**src/pkg/ssal_cfg.svh**
```systemverilog
// Purpose: Offsets, fields and reset values of the serial audio link
// Assumes: APB with 32-bit data, byte addresses
// Notes: Included by the package and by the design files
`ifndef SSAL_CFG_SVH
`define SSAL_CFG_SVH
`define SSAL_OFF_CTRL 12'h000
`define SSAL_OFF_DIV 12'h004
`define SSAL_OFF_TXMODE 12'h008
`define SSAL_OFF_RXMODE 12'h00C
`define SSAL_OFF_THR 12'h010
`define SSAL_OFF_RHR 12'h014
`define SSAL_OFF_STAT 12'h018
`define SSAL_OFF_MASK 12'h01C
`define SSAL_DIV_W 12
`define SSAL_WORD_W 32
`define SSAL_LEN_W 5
`define SSAL_NEVT 4
`define SSAL_EV_TXFREE 0
`define SSAL_EV_TX_ALL_EMPTY 1
`define SSAL_EV_RXAVAIL 2
`define SSAL_EV_RXOVR 3
`define SSAL_CTRL_RXEN 0
`define SSAL_CTRL_TXEN 1
`define SSAL_MODE_START_LO 0
`define SSAL_MODE_START_HI 2
`define SSAL_MODE_CKS 3
`define SSAL_MODE_CKO 4
`define SSAL_MODE_FSO 5
`define SSAL_MODE_LEN_LO 8
`define SSAL_MODE_LEN_HI 12
`define SSAL_ST_AUTO 3'h0
`define SSAL_ST_FALL 3'h1
`define SSAL_ST_RISE 3'h2
`define SSAL_ST_LOW 3'h3
`define SSAL_ST_HIGH 3'h4
`define SSAL_ST_ANY 3'h5
`define SSAL_ZERO32 32'h0000_0000
`endif

```
**src/pkg/ssal_pkg.sv**
```systemverilog
// Purpose: Types of the serial audio link
// Assumes: ssal_cfg.svh holds all numbers
// Notes: Shift state shared by both directions
`include "ssal_cfg.svh"
package ssal_pkg;
  typedef enum logic [2:0] {
    SSAL_IDLE = 3'b001,
    SSAL_WAIT = 3'b010,
    SSAL_SHIFT = 3'b100
  } ssal_state_type;
  typedef logic [`SSAL_WORD_W-1:0] ssal_word_type;
endpackage : ssal_pkg

```
**src/hw/ssal_top.sv**
```systemverilog
// Purpose: Synchronous serial audio link, APB slave, tx and rx
// Assumes: i_pclk_en is the power manager clock gate
// Notes: Bit clocks sampled on mclk; words up to 32 bits, LSB first
// Functional notes
// - Receiver and transmitter run apart and share one divider.
// - Each direction has data, bit clock and frame sync lines.
// - Each direction starts automatically or on a frame sync event.
// - One DMA request per direction moves words up to 32 bits.
// - Rx data is input, tx data output, clocks and syncs two-way.
// - The interrupt is high while a pending flag is unmasked.
// - Each source has its own mask bit.
// - A status register shows which event is pending.
// - Registers and flags hold and both engines drop to idle while the peripheral clock gate is off.
// - The divider uses a 12-bit N, zero off, mclk over 2N.
// - Tx free sets on load to shifter, tx empty when both empty.
// - Rx copies full shifter to holding, sets flag, overrun overwrites.
//
// Chosen here: the address map and register access over APB.
`timescale 1ns/100ps
`default_nettype none
`include "ssal_cfg.svh"
module ssal_top
  import ssal_pkg::*;
(
  // Clock, reset, gate
  input wire logic i_mclk,
  input wire logic i_rstn,
  input wire logic i_pclk_en,
  // APB
  input wire logic i_psel,
  input wire logic i_penable,
  input wire logic i_pwrite,
  input wire logic [11:0] i_paddr,
  input wire logic [31:0] i_pwdata,
  output logic [31:0] o_prdata,
  output logic o_pready,
  output logic o_pslverr,
  // Receive pins
  input wire logic i_rx_serial_in,
  input wire logic i_rx_bit_clock,
  output logic o_rx_bit_clock,
  output logic o_rx_bit_clock_oe,
  input wire logic i_rx_frame_sync,
  output logic o_rx_frame_sync,
  output logic o_rx_frame_sync_oe,
  // Transmit pins
  output logic o_tx_serial_out,
  input wire logic i_tx_bit_clock,
  output logic o_tx_bit_clock,
  output logic o_tx_bit_clock_oe,
  input wire logic i_tx_frame_sync,
  output logic o_tx_frame_sync,
  output logic o_tx_frame_sync_oe,
  // DMA requests
  output logic o_dma_tx_req,
  output logic o_dma_rx_req,
  // Interrupt
  output logic o_irq
);
  ////////////////////////////////////////////////////////////////////
  // Registers and pin synchronisers
  logic [1:0] ctrl;
  logic [`SSAL_DIV_W-1:0] div;
  logic [15:0] txmode;
  logic [15:0] rxmode;
  ssal_word_type thr;
  ssal_word_type rhr;
  logic [`SSAL_NEVT-1:0] stat;
  logic [`SSAL_NEVT-1:0] mask;
  logic thr_full;
  logic [2:0] s_rk;
  logic [2:0] s_tk;
  logic [2:0] s_rf;
  logic [2:0] s_tf;
  logic [2:0] s_rd;
  logic rk_q;
  logic tk_q;
  logic rf_q;
  logic tf_q;
  logic rd_q;
  logic dclk;
  logic drise;
  logic dfall;
  // Agreed level: change once second and third stages agree
  function automatic logic agree(input logic [2:0] s, input logic prev);
    agree = (s[1] == s[2]) ? s[1] : prev;
  endfunction : agree
  ssal_div u_div (
    .i_mclk(i_mclk),
    .i_rstn(i_rstn),
    .i_div(div),
    .o_clk(dclk),
    .o_rise(drise),
    .o_fall(dfall)
  );
  always_ff @(posedge i_mclk) begin
    if (!i_rstn) begin
      s_rk <= '0;
      s_tk <= '0;
      s_rf <= '0;
      s_tf <= '0;
      s_rd <= '0;
      rk_q <= 1'b0;
      tk_q <= 1'b0;
      rf_q <= 1'b0;
      tf_q <= 1'b0;
      rd_q <= 1'b0;
    end else begin
      s_rk <= {s_rk[1:0], i_rx_bit_clock};
      s_tk <= {s_tk[1:0], i_tx_bit_clock};
      s_rf <= {s_rf[1:0], i_rx_frame_sync};
      s_tf <= {s_tf[1:0], i_tx_frame_sync};
      s_rd <= {s_rd[1:0], i_rx_serial_in};
      rk_q <= agree(s_rk, rk_q);
      tk_q <= agree(s_tk, tk_q);
      rf_q <= agree(s_rf, rf_q);
      tf_q <= agree(s_tf, tf_q);
      rd_q <= agree(s_rd, rd_q);
    end
  end
  ////////////////////////////////////////////////////////////////////
  // Direction engines, index 0 rx, 1 tx
  logic [1:0] ext_ck;
  logic [1:0] ext_ck_d;
  logic [1:0] ext_fs;
  logic [1:0] fs_d;
  logic [1:0] bit_tick;
  logic [1:0] start_evt;
  logic [1:0] done;
  logic [1:0] busy;
  ssal_word_type sh [2];
  logic [1:0] tx_load;
  logic [1:0] fs_out;
  assign ext_ck = {tk_q, rk_q};
  assign ext_fs = {tf_q, rf_q};
  function automatic logic start_hit(input logic [2:0] sel, input logic fs,
                                     input logic fsd);
    case (sel)
      `SSAL_ST_AUTO: start_hit = 1'b1;
      `SSAL_ST_FALL: start_hit = fsd & ~fs;
      `SSAL_ST_RISE: start_hit = ~fsd & fs;
      `SSAL_ST_LOW: start_hit = ~fs;
      `SSAL_ST_HIGH: start_hit = fs;
      `SSAL_ST_ANY: start_hit = fsd ^ fs;
      default: start_hit = 1'b0;
    endcase
  endfunction : start_hit
  genvar g;
  generate
    for (g = 0; g < 2; g++) begin : g_dir
      logic [15:0] md;
      logic en;
      ssal_state_type st;
      ssal_state_type next_st;
      logic [`SSAL_LEN_W-1:0] cnt;
      logic [`SSAL_LEN_W-1:0] next_cnt;
      ssal_word_type next_sh;
      logic next_fs;
      assign md = (g == 0) ? rxmode : txmode;
      assign en = ctrl[g] & i_pclk_en;
      assign bit_tick[g] = md[`SSAL_MODE_CKS] ? (ext_ck[g] & ~ext_ck_d[g]) : drise;
      assign start_evt[g] = start_hit(md[`SSAL_MODE_START_HI:`SSAL_MODE_START_LO],
                                      ext_fs[g], fs_d[g]);
      assign busy[g] = (st == SSAL_SHIFT);
      assign done[g] = busy[g] & bit_tick[g] & (cnt == md[`SSAL_MODE_LEN_HI:`SSAL_MODE_LEN_LO]);
      // Frames open on a bit tick, so bit 0 lasts a full period
      assign tx_load[g] = (st == SSAL_WAIT) & start_evt[g] & bit_tick[g] &
                          ((g == 0) | thr_full);
      always_comb begin
        next_st = st;
        next_cnt = cnt;
        next_sh = sh[g];
        next_fs = 1'b0;
        case (st)
          SSAL_IDLE: begin
            if (en) begin
              next_st = SSAL_WAIT;
            end
          end
          SSAL_WAIT: begin
            if (!en) begin
              next_st = SSAL_IDLE;
            end else if (tx_load[g]) begin
              next_st = SSAL_SHIFT;
              next_cnt = '0;
              next_fs = 1'b1;
              next_sh = (g == 1) ? thr : `SSAL_ZERO32;
            end
          end
          SSAL_SHIFT: begin
            next_fs = 1'b1;
            if (!en) begin
              next_st = SSAL_IDLE;
            end else if (bit_tick[g]) begin
              next_cnt = cnt + 1'b1;
              if (g == 0) begin
                next_sh = {rd_q, sh[g][`SSAL_WORD_W-1:1]};
              end else begin
                next_sh = {1'b0, sh[g][`SSAL_WORD_W-1:1]};
              end
              if (done[g]) begin
                next_st = SSAL_WAIT;
                next_fs = 1'b0;
              end
            end
          end
          default: next_st = SSAL_IDLE;
        endcase
      end
      always_ff @(posedge i_mclk) begin
        if (!i_rstn) begin
          st <= SSAL_IDLE;
          cnt <= '0;
          sh[g] <= `SSAL_ZERO32;
          fs_out[g] <= 1'b0;
          ext_ck_d[g] <= 1'b0;
          fs_d[g] <= 1'b0;
        end else begin
          st <= next_st;
          cnt <= next_cnt;
          sh[g] <= next_sh;
          fs_out[g] <= next_fs;
          ext_ck_d[g] <= ext_ck[g];
          fs_d[g] <= ext_fs[g];
        end
      end
    end
  endgenerate
  ////////////////////////////////////////////////////////////////////
  // APB slave, holding registers and flags
  logic acc;
  logic wr;
  logic rd;
  logic [31:0] next_prdata;
  logic [`SSAL_NEVT-1:0] set_ev;
  logic [`SSAL_NEVT-1:0] next_stat;
  logic next_thr_full;
  ssal_word_type next_rhr;
  ssal_word_type rx_word;
  logic rhr_full;
  logic next_rhr_full;
  logic hit;
  assign acc = i_psel & i_penable & o_pready & i_pclk_en;
  assign wr = acc & i_pwrite;
  assign rd = acc & ~i_pwrite;
  // Received word with its last bit, right aligned to its length
  assign rx_word = {rd_q, sh[0][`SSAL_WORD_W-1:1]} >>
    (`SSAL_LEN_W'(`SSAL_WORD_W - 1) - rxmode[`SSAL_MODE_LEN_HI:`SSAL_MODE_LEN_LO]);
  always_comb begin
    set_ev = '0;
    next_thr_full = thr_full;
    next_rhr = rhr;
    next_rhr_full = rhr_full;
    if (tx_load[1]) begin
      next_thr_full = 1'b0;
      set_ev[`SSAL_EV_TXFREE] = 1'b1;
    end
    if (wr && i_paddr == `SSAL_OFF_THR) begin
      next_thr_full = 1'b1;
    end
    if (done[1] && !next_thr_full) begin
      set_ev[`SSAL_EV_TX_ALL_EMPTY] = 1'b1;
    end
    if (rd && i_paddr == `SSAL_OFF_RHR) begin
      next_rhr_full = 1'b0;
    end
    if (done[0]) begin
      next_rhr = rx_word;
      next_rhr_full = 1'b1;
      set_ev[`SSAL_EV_RXAVAIL] = 1'b1;
      set_ev[`SSAL_EV_RXOVR] = rhr_full;
    end
    // Sticky, write one clears, set wins
    next_stat = stat;
    if (wr && i_paddr == `SSAL_OFF_STAT) begin
      next_stat = stat & ~i_pwdata[`SSAL_NEVT-1:0];
    end
    next_stat = next_stat | set_ev;
    hit = 1'b1;
    next_prdata = `SSAL_ZERO32;
    case (i_paddr)
      `SSAL_OFF_CTRL: next_prdata = {30'h0000_0000, ctrl};
      `SSAL_OFF_DIV: next_prdata = {20'h0_0000, div};
      `SSAL_OFF_TXMODE: next_prdata = {16'h0000, txmode};
      `SSAL_OFF_RXMODE: next_prdata = {16'h0000, rxmode};
      `SSAL_OFF_THR: next_prdata = `SSAL_ZERO32;
      `SSAL_OFF_RHR: next_prdata = rhr;
      `SSAL_OFF_STAT: next_prdata = {28'h000_0000, stat};
      `SSAL_OFF_MASK: next_prdata = {28'h000_0000, mask};
      default: hit = 1'b0;
    endcase
  end
  always_ff @(posedge i_mclk) begin
    if (!i_rstn) begin
      ctrl <= '0;
      div <= '0;
      txmode <= '0;
      rxmode <= '0;
      thr <= `SSAL_ZERO32;
      rhr <= `SSAL_ZERO32;
      stat <= '0;
      mask <= '0;
      thr_full <= 1'b0;
      rhr_full <= 1'b0;
      o_prdata <= `SSAL_ZERO32;
      o_pready <= 1'b0;
      o_pslverr <= 1'b0;
      o_irq <= 1'b0;
    end else if (i_pclk_en) begin
      stat <= next_stat;
      thr_full <= next_thr_full;
      rhr <= next_rhr;
      rhr_full <= next_rhr_full;
      // One answer per request, also after a gated setup
      o_pready <= i_psel & ~o_pready;
      o_pslverr <= i_psel & ~o_pready & ~hit;
      o_prdata <= next_prdata;
      o_irq <= |(next_stat & mask);
      if (wr) begin
        case (i_paddr)
          `SSAL_OFF_CTRL: ctrl <= i_pwdata[1:0];
          `SSAL_OFF_DIV: div <= i_pwdata[`SSAL_DIV_W-1:0];
          `SSAL_OFF_TXMODE: txmode <= i_pwdata[15:0];
          `SSAL_OFF_RXMODE: rxmode <= i_pwdata[15:0];
          `SSAL_OFF_THR: thr <= i_pwdata;
          `SSAL_OFF_MASK: mask <= i_pwdata[`SSAL_NEVT-1:0];
          default: ;
        endcase
      end
    end else begin
      o_pready <= 1'b0;
    end
  end
  ////////////////////////////////////////////////////////////////////
  // Pins and DMA
  // Three lines per direction, clocks and syncs two-way
  always_ff @(posedge i_mclk) begin
    if (!i_rstn) begin
      o_tx_serial_out <= 1'b0;
      o_rx_bit_clock <= 1'b0;
      o_rx_bit_clock_oe <= 1'b0;
      o_tx_bit_clock <= 1'b0;
      o_tx_bit_clock_oe <= 1'b0;
      o_rx_frame_sync <= 1'b0;
      o_rx_frame_sync_oe <= 1'b0;
      o_tx_frame_sync <= 1'b0;
      o_tx_frame_sync_oe <= 1'b0;
      o_dma_tx_req <= 1'b0;
      o_dma_rx_req <= 1'b0;
    end else begin
      o_tx_serial_out <= sh[1][0] & busy[1];
      o_rx_bit_clock <= dclk;
      o_rx_bit_clock_oe <= rxmode[`SSAL_MODE_CKO] & ctrl[0];
      o_tx_bit_clock <= dclk;
      o_tx_bit_clock_oe <= txmode[`SSAL_MODE_CKO] & ctrl[1];
      o_rx_frame_sync <= fs_out[0];
      o_rx_frame_sync_oe <= rxmode[`SSAL_MODE_FSO];
      o_tx_frame_sync <= fs_out[1];
      o_tx_frame_sync_oe <= txmode[`SSAL_MODE_FSO];
      // Request while word wanted or waiting
      o_dma_tx_req <= ctrl[1] & ~next_thr_full;
      o_dma_rx_req <= ctrl[0] & next_rhr_full;
    end
  end
endmodule : ssal_top
`default_nettype wire

```
**src/hw/ssal_div.sv**
```systemverilog
// Purpose: Shared divider, mclk over 2N with equal levels
// Assumes: Divisor stable while running
// Notes: Zero divisor holds the output low
`timescale 1ns/100ps
`default_nettype none
`include "ssal_cfg.svh"
module ssal_div
  import ssal_pkg::*;
(
  // Clock and reset
  input wire logic i_mclk,
  input wire logic i_rstn,
  // Divisor
  input wire logic [`SSAL_DIV_W-1:0] i_div,
  // Divided clock and its edges
  output logic o_clk,
  output logic o_rise,
  output logic o_fall
);
  logic [`SSAL_DIV_W-1:0] cnt;
  logic [`SSAL_DIV_W-1:0] next_cnt;
  logic next_clk;
  logic next_rise;
  logic next_fall;
  always_comb begin
    next_cnt = cnt;
    next_clk = o_clk;
    next_rise = 1'b0;
    next_fall = 1'b0;
    if (i_div == '0) begin
      next_cnt = '0;
      next_clk = 1'b0;
    end else if (cnt >= i_div - 1'b1) begin
      next_cnt = '0;
      next_clk = ~o_clk;
      next_rise = ~o_clk;
      next_fall = o_clk;
    end else begin
      next_cnt = cnt + 1'b1;
    end
  end
  always_ff @(posedge i_mclk) begin
    if (!i_rstn) begin
      cnt <= '0;
      o_clk <= 1'b0;
      o_rise <= 1'b0;
      o_fall <= 1'b0;
    end else begin
      cnt <= next_cnt;
      o_clk <= next_clk;
      o_rise <= next_rise;
      o_fall <= next_fall;
    end
  end
endmodule : ssal_div
`default_nettype wire

```
**config.mk**
```make
export PLATFORM = sky130hd
export DESIGN_NAME = ssal_top
export DESIGN_NICKNAME = d
export VERILOG_FILES = /design/src/pkg/ssal_pkg.sv /design/src/hw/ssal_top.sv /design/src/hw/ssal_div.sv
export VERILOG_INCLUDE_DIRS = /design/src /design/src/pkg
export SDC_FILE = /design/constraint.sdc
export NUM_CORES = 1
export LEC_CHECK = 0
export BUFFER_PORTS_ARGS = -buffer_cell sky130_fd_sc_hd__buf_2
export CAP_MARGIN = 40
export CELL_PAD_IN_SITES_DETAIL_PLACEMENT = 1
export CELL_PAD_IN_SITES_GLOBAL_PLACEMENT = 1
export CORE_ASPECT_RATIO = 1.1
export CORE_MARGIN = 2
export CORE_UTILIZATION = 49
export DETAILED_ROUTE_END_ITERATION = 10
export PLACE_DENSITY = 0.86
export SYNTH_ARGS = -nofsm -noshare
export SYNTH_HDL_FRONTEND = slang
export SYNTH_HIERARCHICAL = 1
export SYNTH_SLANG_ARGS = --single-unit
```
**constraint.sdc**
```tcl
create_clock -name i_mclk -period 5.16 [get_ports i_mclk]
set_input_delay 0.774 -clock i_mclk [delete_from_list [all_inputs] [get_ports i_mclk]]
set_output_delay 0.774 -clock i_mclk [all_outputs]
set_load 0.05 [all_outputs]
```
==> qor.yml <==
syn_avg_cell_area_sq_um: 8.34
clkTransAtPathRegs_ns: 0.06
synth_warnings: 6
cts_resized: 0
diodes: 0
cp-end-kind: "flop"
status: "finished clean"
hold_buffers: 0
drive_gt1_share_pct: 13.6
cts_setup_buffers: 0
h-tree-depth: 1
grt_max_degree: 82
clk_path_buf_depth: 3
first_pass_iters: 8
setup_viol: 0
num_io_pins: 101
dp_hpwl_mm: 27.9
syn_to_final_growth_pct: 11.8
synth_nets: 1689
floorplan.initialDensity_pct: 49.9
cts_tree: "done"
syn-cell-area_sq_mm: 0.0135
globalRouteOverflowTotal: 0
num-nets-final: 1722
r2r-end: "sh[1][25]$_SDFFE_PN0P_"
tightest_slew_ns: 0.953
cts_root_buffer: "clkbuf_16"
hold_class: "in -> reg"
reg2reg_slack_ns: 1.95
cellPowerDensity_mw_per_mm2: 292
die_y_um: 178
reg2reg_depth: 9
vias: 12200
crit_path_max_fanout: 34
num_rows: 63
crit_required_ns: 5.62
hold_start: "i_rx_frame_sync"
fin_cells: 2024
clock_skew_ns: 0.0183
min_to: "s_rf[0]$_SDFF_PN0_"
place_inst: 1972
wl_per_cell_um: 19.9
grt_usage_pct: 27.5
postSynthCellCount: 1614
max-cap-violations: 0
cp.arrival_ns: 3.67
drt-vias-per-instance: 6.02
core-area_sq_mm: 0.0270
p_leak_nw: 5.25
setup_tns_ns: 0
maxSlewHeadroom_pct: 36.3
reg2reg_from: "tf_q$_SDFFE_PN0N_"
drcViolationCount: 0
totalWireLength_mm: 40.2
hold_viol: 0
min_period_ns: 3.21
dieArea_sq_mm: 0.0288
clock_sinks: 284
die_w_um: 162
gp_congestion: 0.934
antenna_found_initial: 0
portBuffers: 100
ir_worst_vdd_mv: 0.228
grt_pass1_vias: 12300
drv_slew: 0
max_freq_mhz: 312
hold_depth: 2
cts_made_buffers: 30
clk_latency_ns: 0.57
critical_path_class: "reg -> reg"
worst_setup_path_start_kind: "flop"
period_share_pct: 62.2
dr.first_iter.drc_count: 882
rsz0062_at_grt: "no"
antenna_left: 0
grt_pass1_wl_mm: 64.3
-- worst max-delay path by stage --
stage,slack [ns],to,from,cells past startpoint
final,1.95,sh[1][25]$_SDFFE_PN0P_,tf_q$_SDFFE_PN0N_,9
after CTS,1.95,sh[1][25]$_SDFFE_PN0P_,tf_q$_SDFFE_PN0N_,9
after detailed placement,1.87,div[9]$_SDFFE_PN0P_,i_paddr[9],7
after global routing,1.71,sh[1][25]$_SDFFE_PN0P_,tf_q$_SDFFE_PN0N_,9
after floorplan,2.57,u_div/cnt[1]$_SDFF_PP0_,div[5]$_SDFFE_PN0P_,9
after global placement,1.82,g_dir[0].md[9]$_SDFFE_PN0P_,i_pclk_en,6
-- layer usage --
metal	track usage, %	routed length (um)
met1	33.2	16600
met2	48.9	20000
met3	4.30	1990
met4	11.2	1620
met5	0	0
-- layout make-up --
type | count | area, sq um
clock buffers | 47 | 875
clock inverters | 5 | 65.1
fillers | 3262 | 11900
inverters | 19 | 73.8
multi-input cells | 1192 | 7210
flip-flops and latches | 284 | 5690
well taps | 357 | 447
repair buffers | 120 | 681
-- critical path: stages (launching register included) --
cell and delay (ns):
dfxtp_1 0.46, inv_1 0.10, ha_1 0.30, and2_1 0.15, o21ai_0 0.28, a41oi_1 0.32
nor2_4 0.67, buf_4 0.44, nor2_1 0.08, a311oi_1 0.30
-- layout by cell type (no fill, tap or decap), types with 18 or more instances in the layout --
master / count
nor2_1: 95
dfxtp_1: 281
mux2i_1: 70
mux2_2: 20
a211oi_1: 30
clkbuf_16: 30
buf_4: 19
nand3_1: 107
xnor2_1: 21
nand2_1: 297
a21oi_1: 132
nor3_1: 23
buf_2: 99
and3_1: 18
and2_1: 27
ha_1: 20
o21ai_0: 97
-- flip-flops by register name (all words and copies together), names as in the netlist, 3 cells and up --
register,count
div,12
rhr,32
s_rk,3
s_rf,3
u_div/cnt,12
thr,32
g_dir.cnt,10
g_dir.st,6
g_dir.md,32
s_rd,3
s_tk,3
o_prdata,32
mask,4
sh,63
stat,4
s_tf,3
-- stage by stage --
stage	hold slack, ns	power [W]	worst slack, ns	instance area (sq um)	util, %
after floorplan	0.412	0.00231	2.57	13500	-
after global placement	0.414	0.00236	1.82	14100	52.1
after detailed placement	0.422	0.00237	1.87	14100	52.3
after CTS	0.404	0.00444	1.95	15000	55.8
after global routing	0.416	0.00454	1.71	15000	55.8
final	0.422	0.00439	1.95	15000	55.8
-- power by group --
| part | switching [W] | internal [W] |
|---|---|---|
| Clock | 0.000866 | 0.00120 |
| Sequential | 0.00000307 | 0.00220 |
| Combinational | 0.0000872 | 0.0000314 |
(Power assumes the default switching activity.)
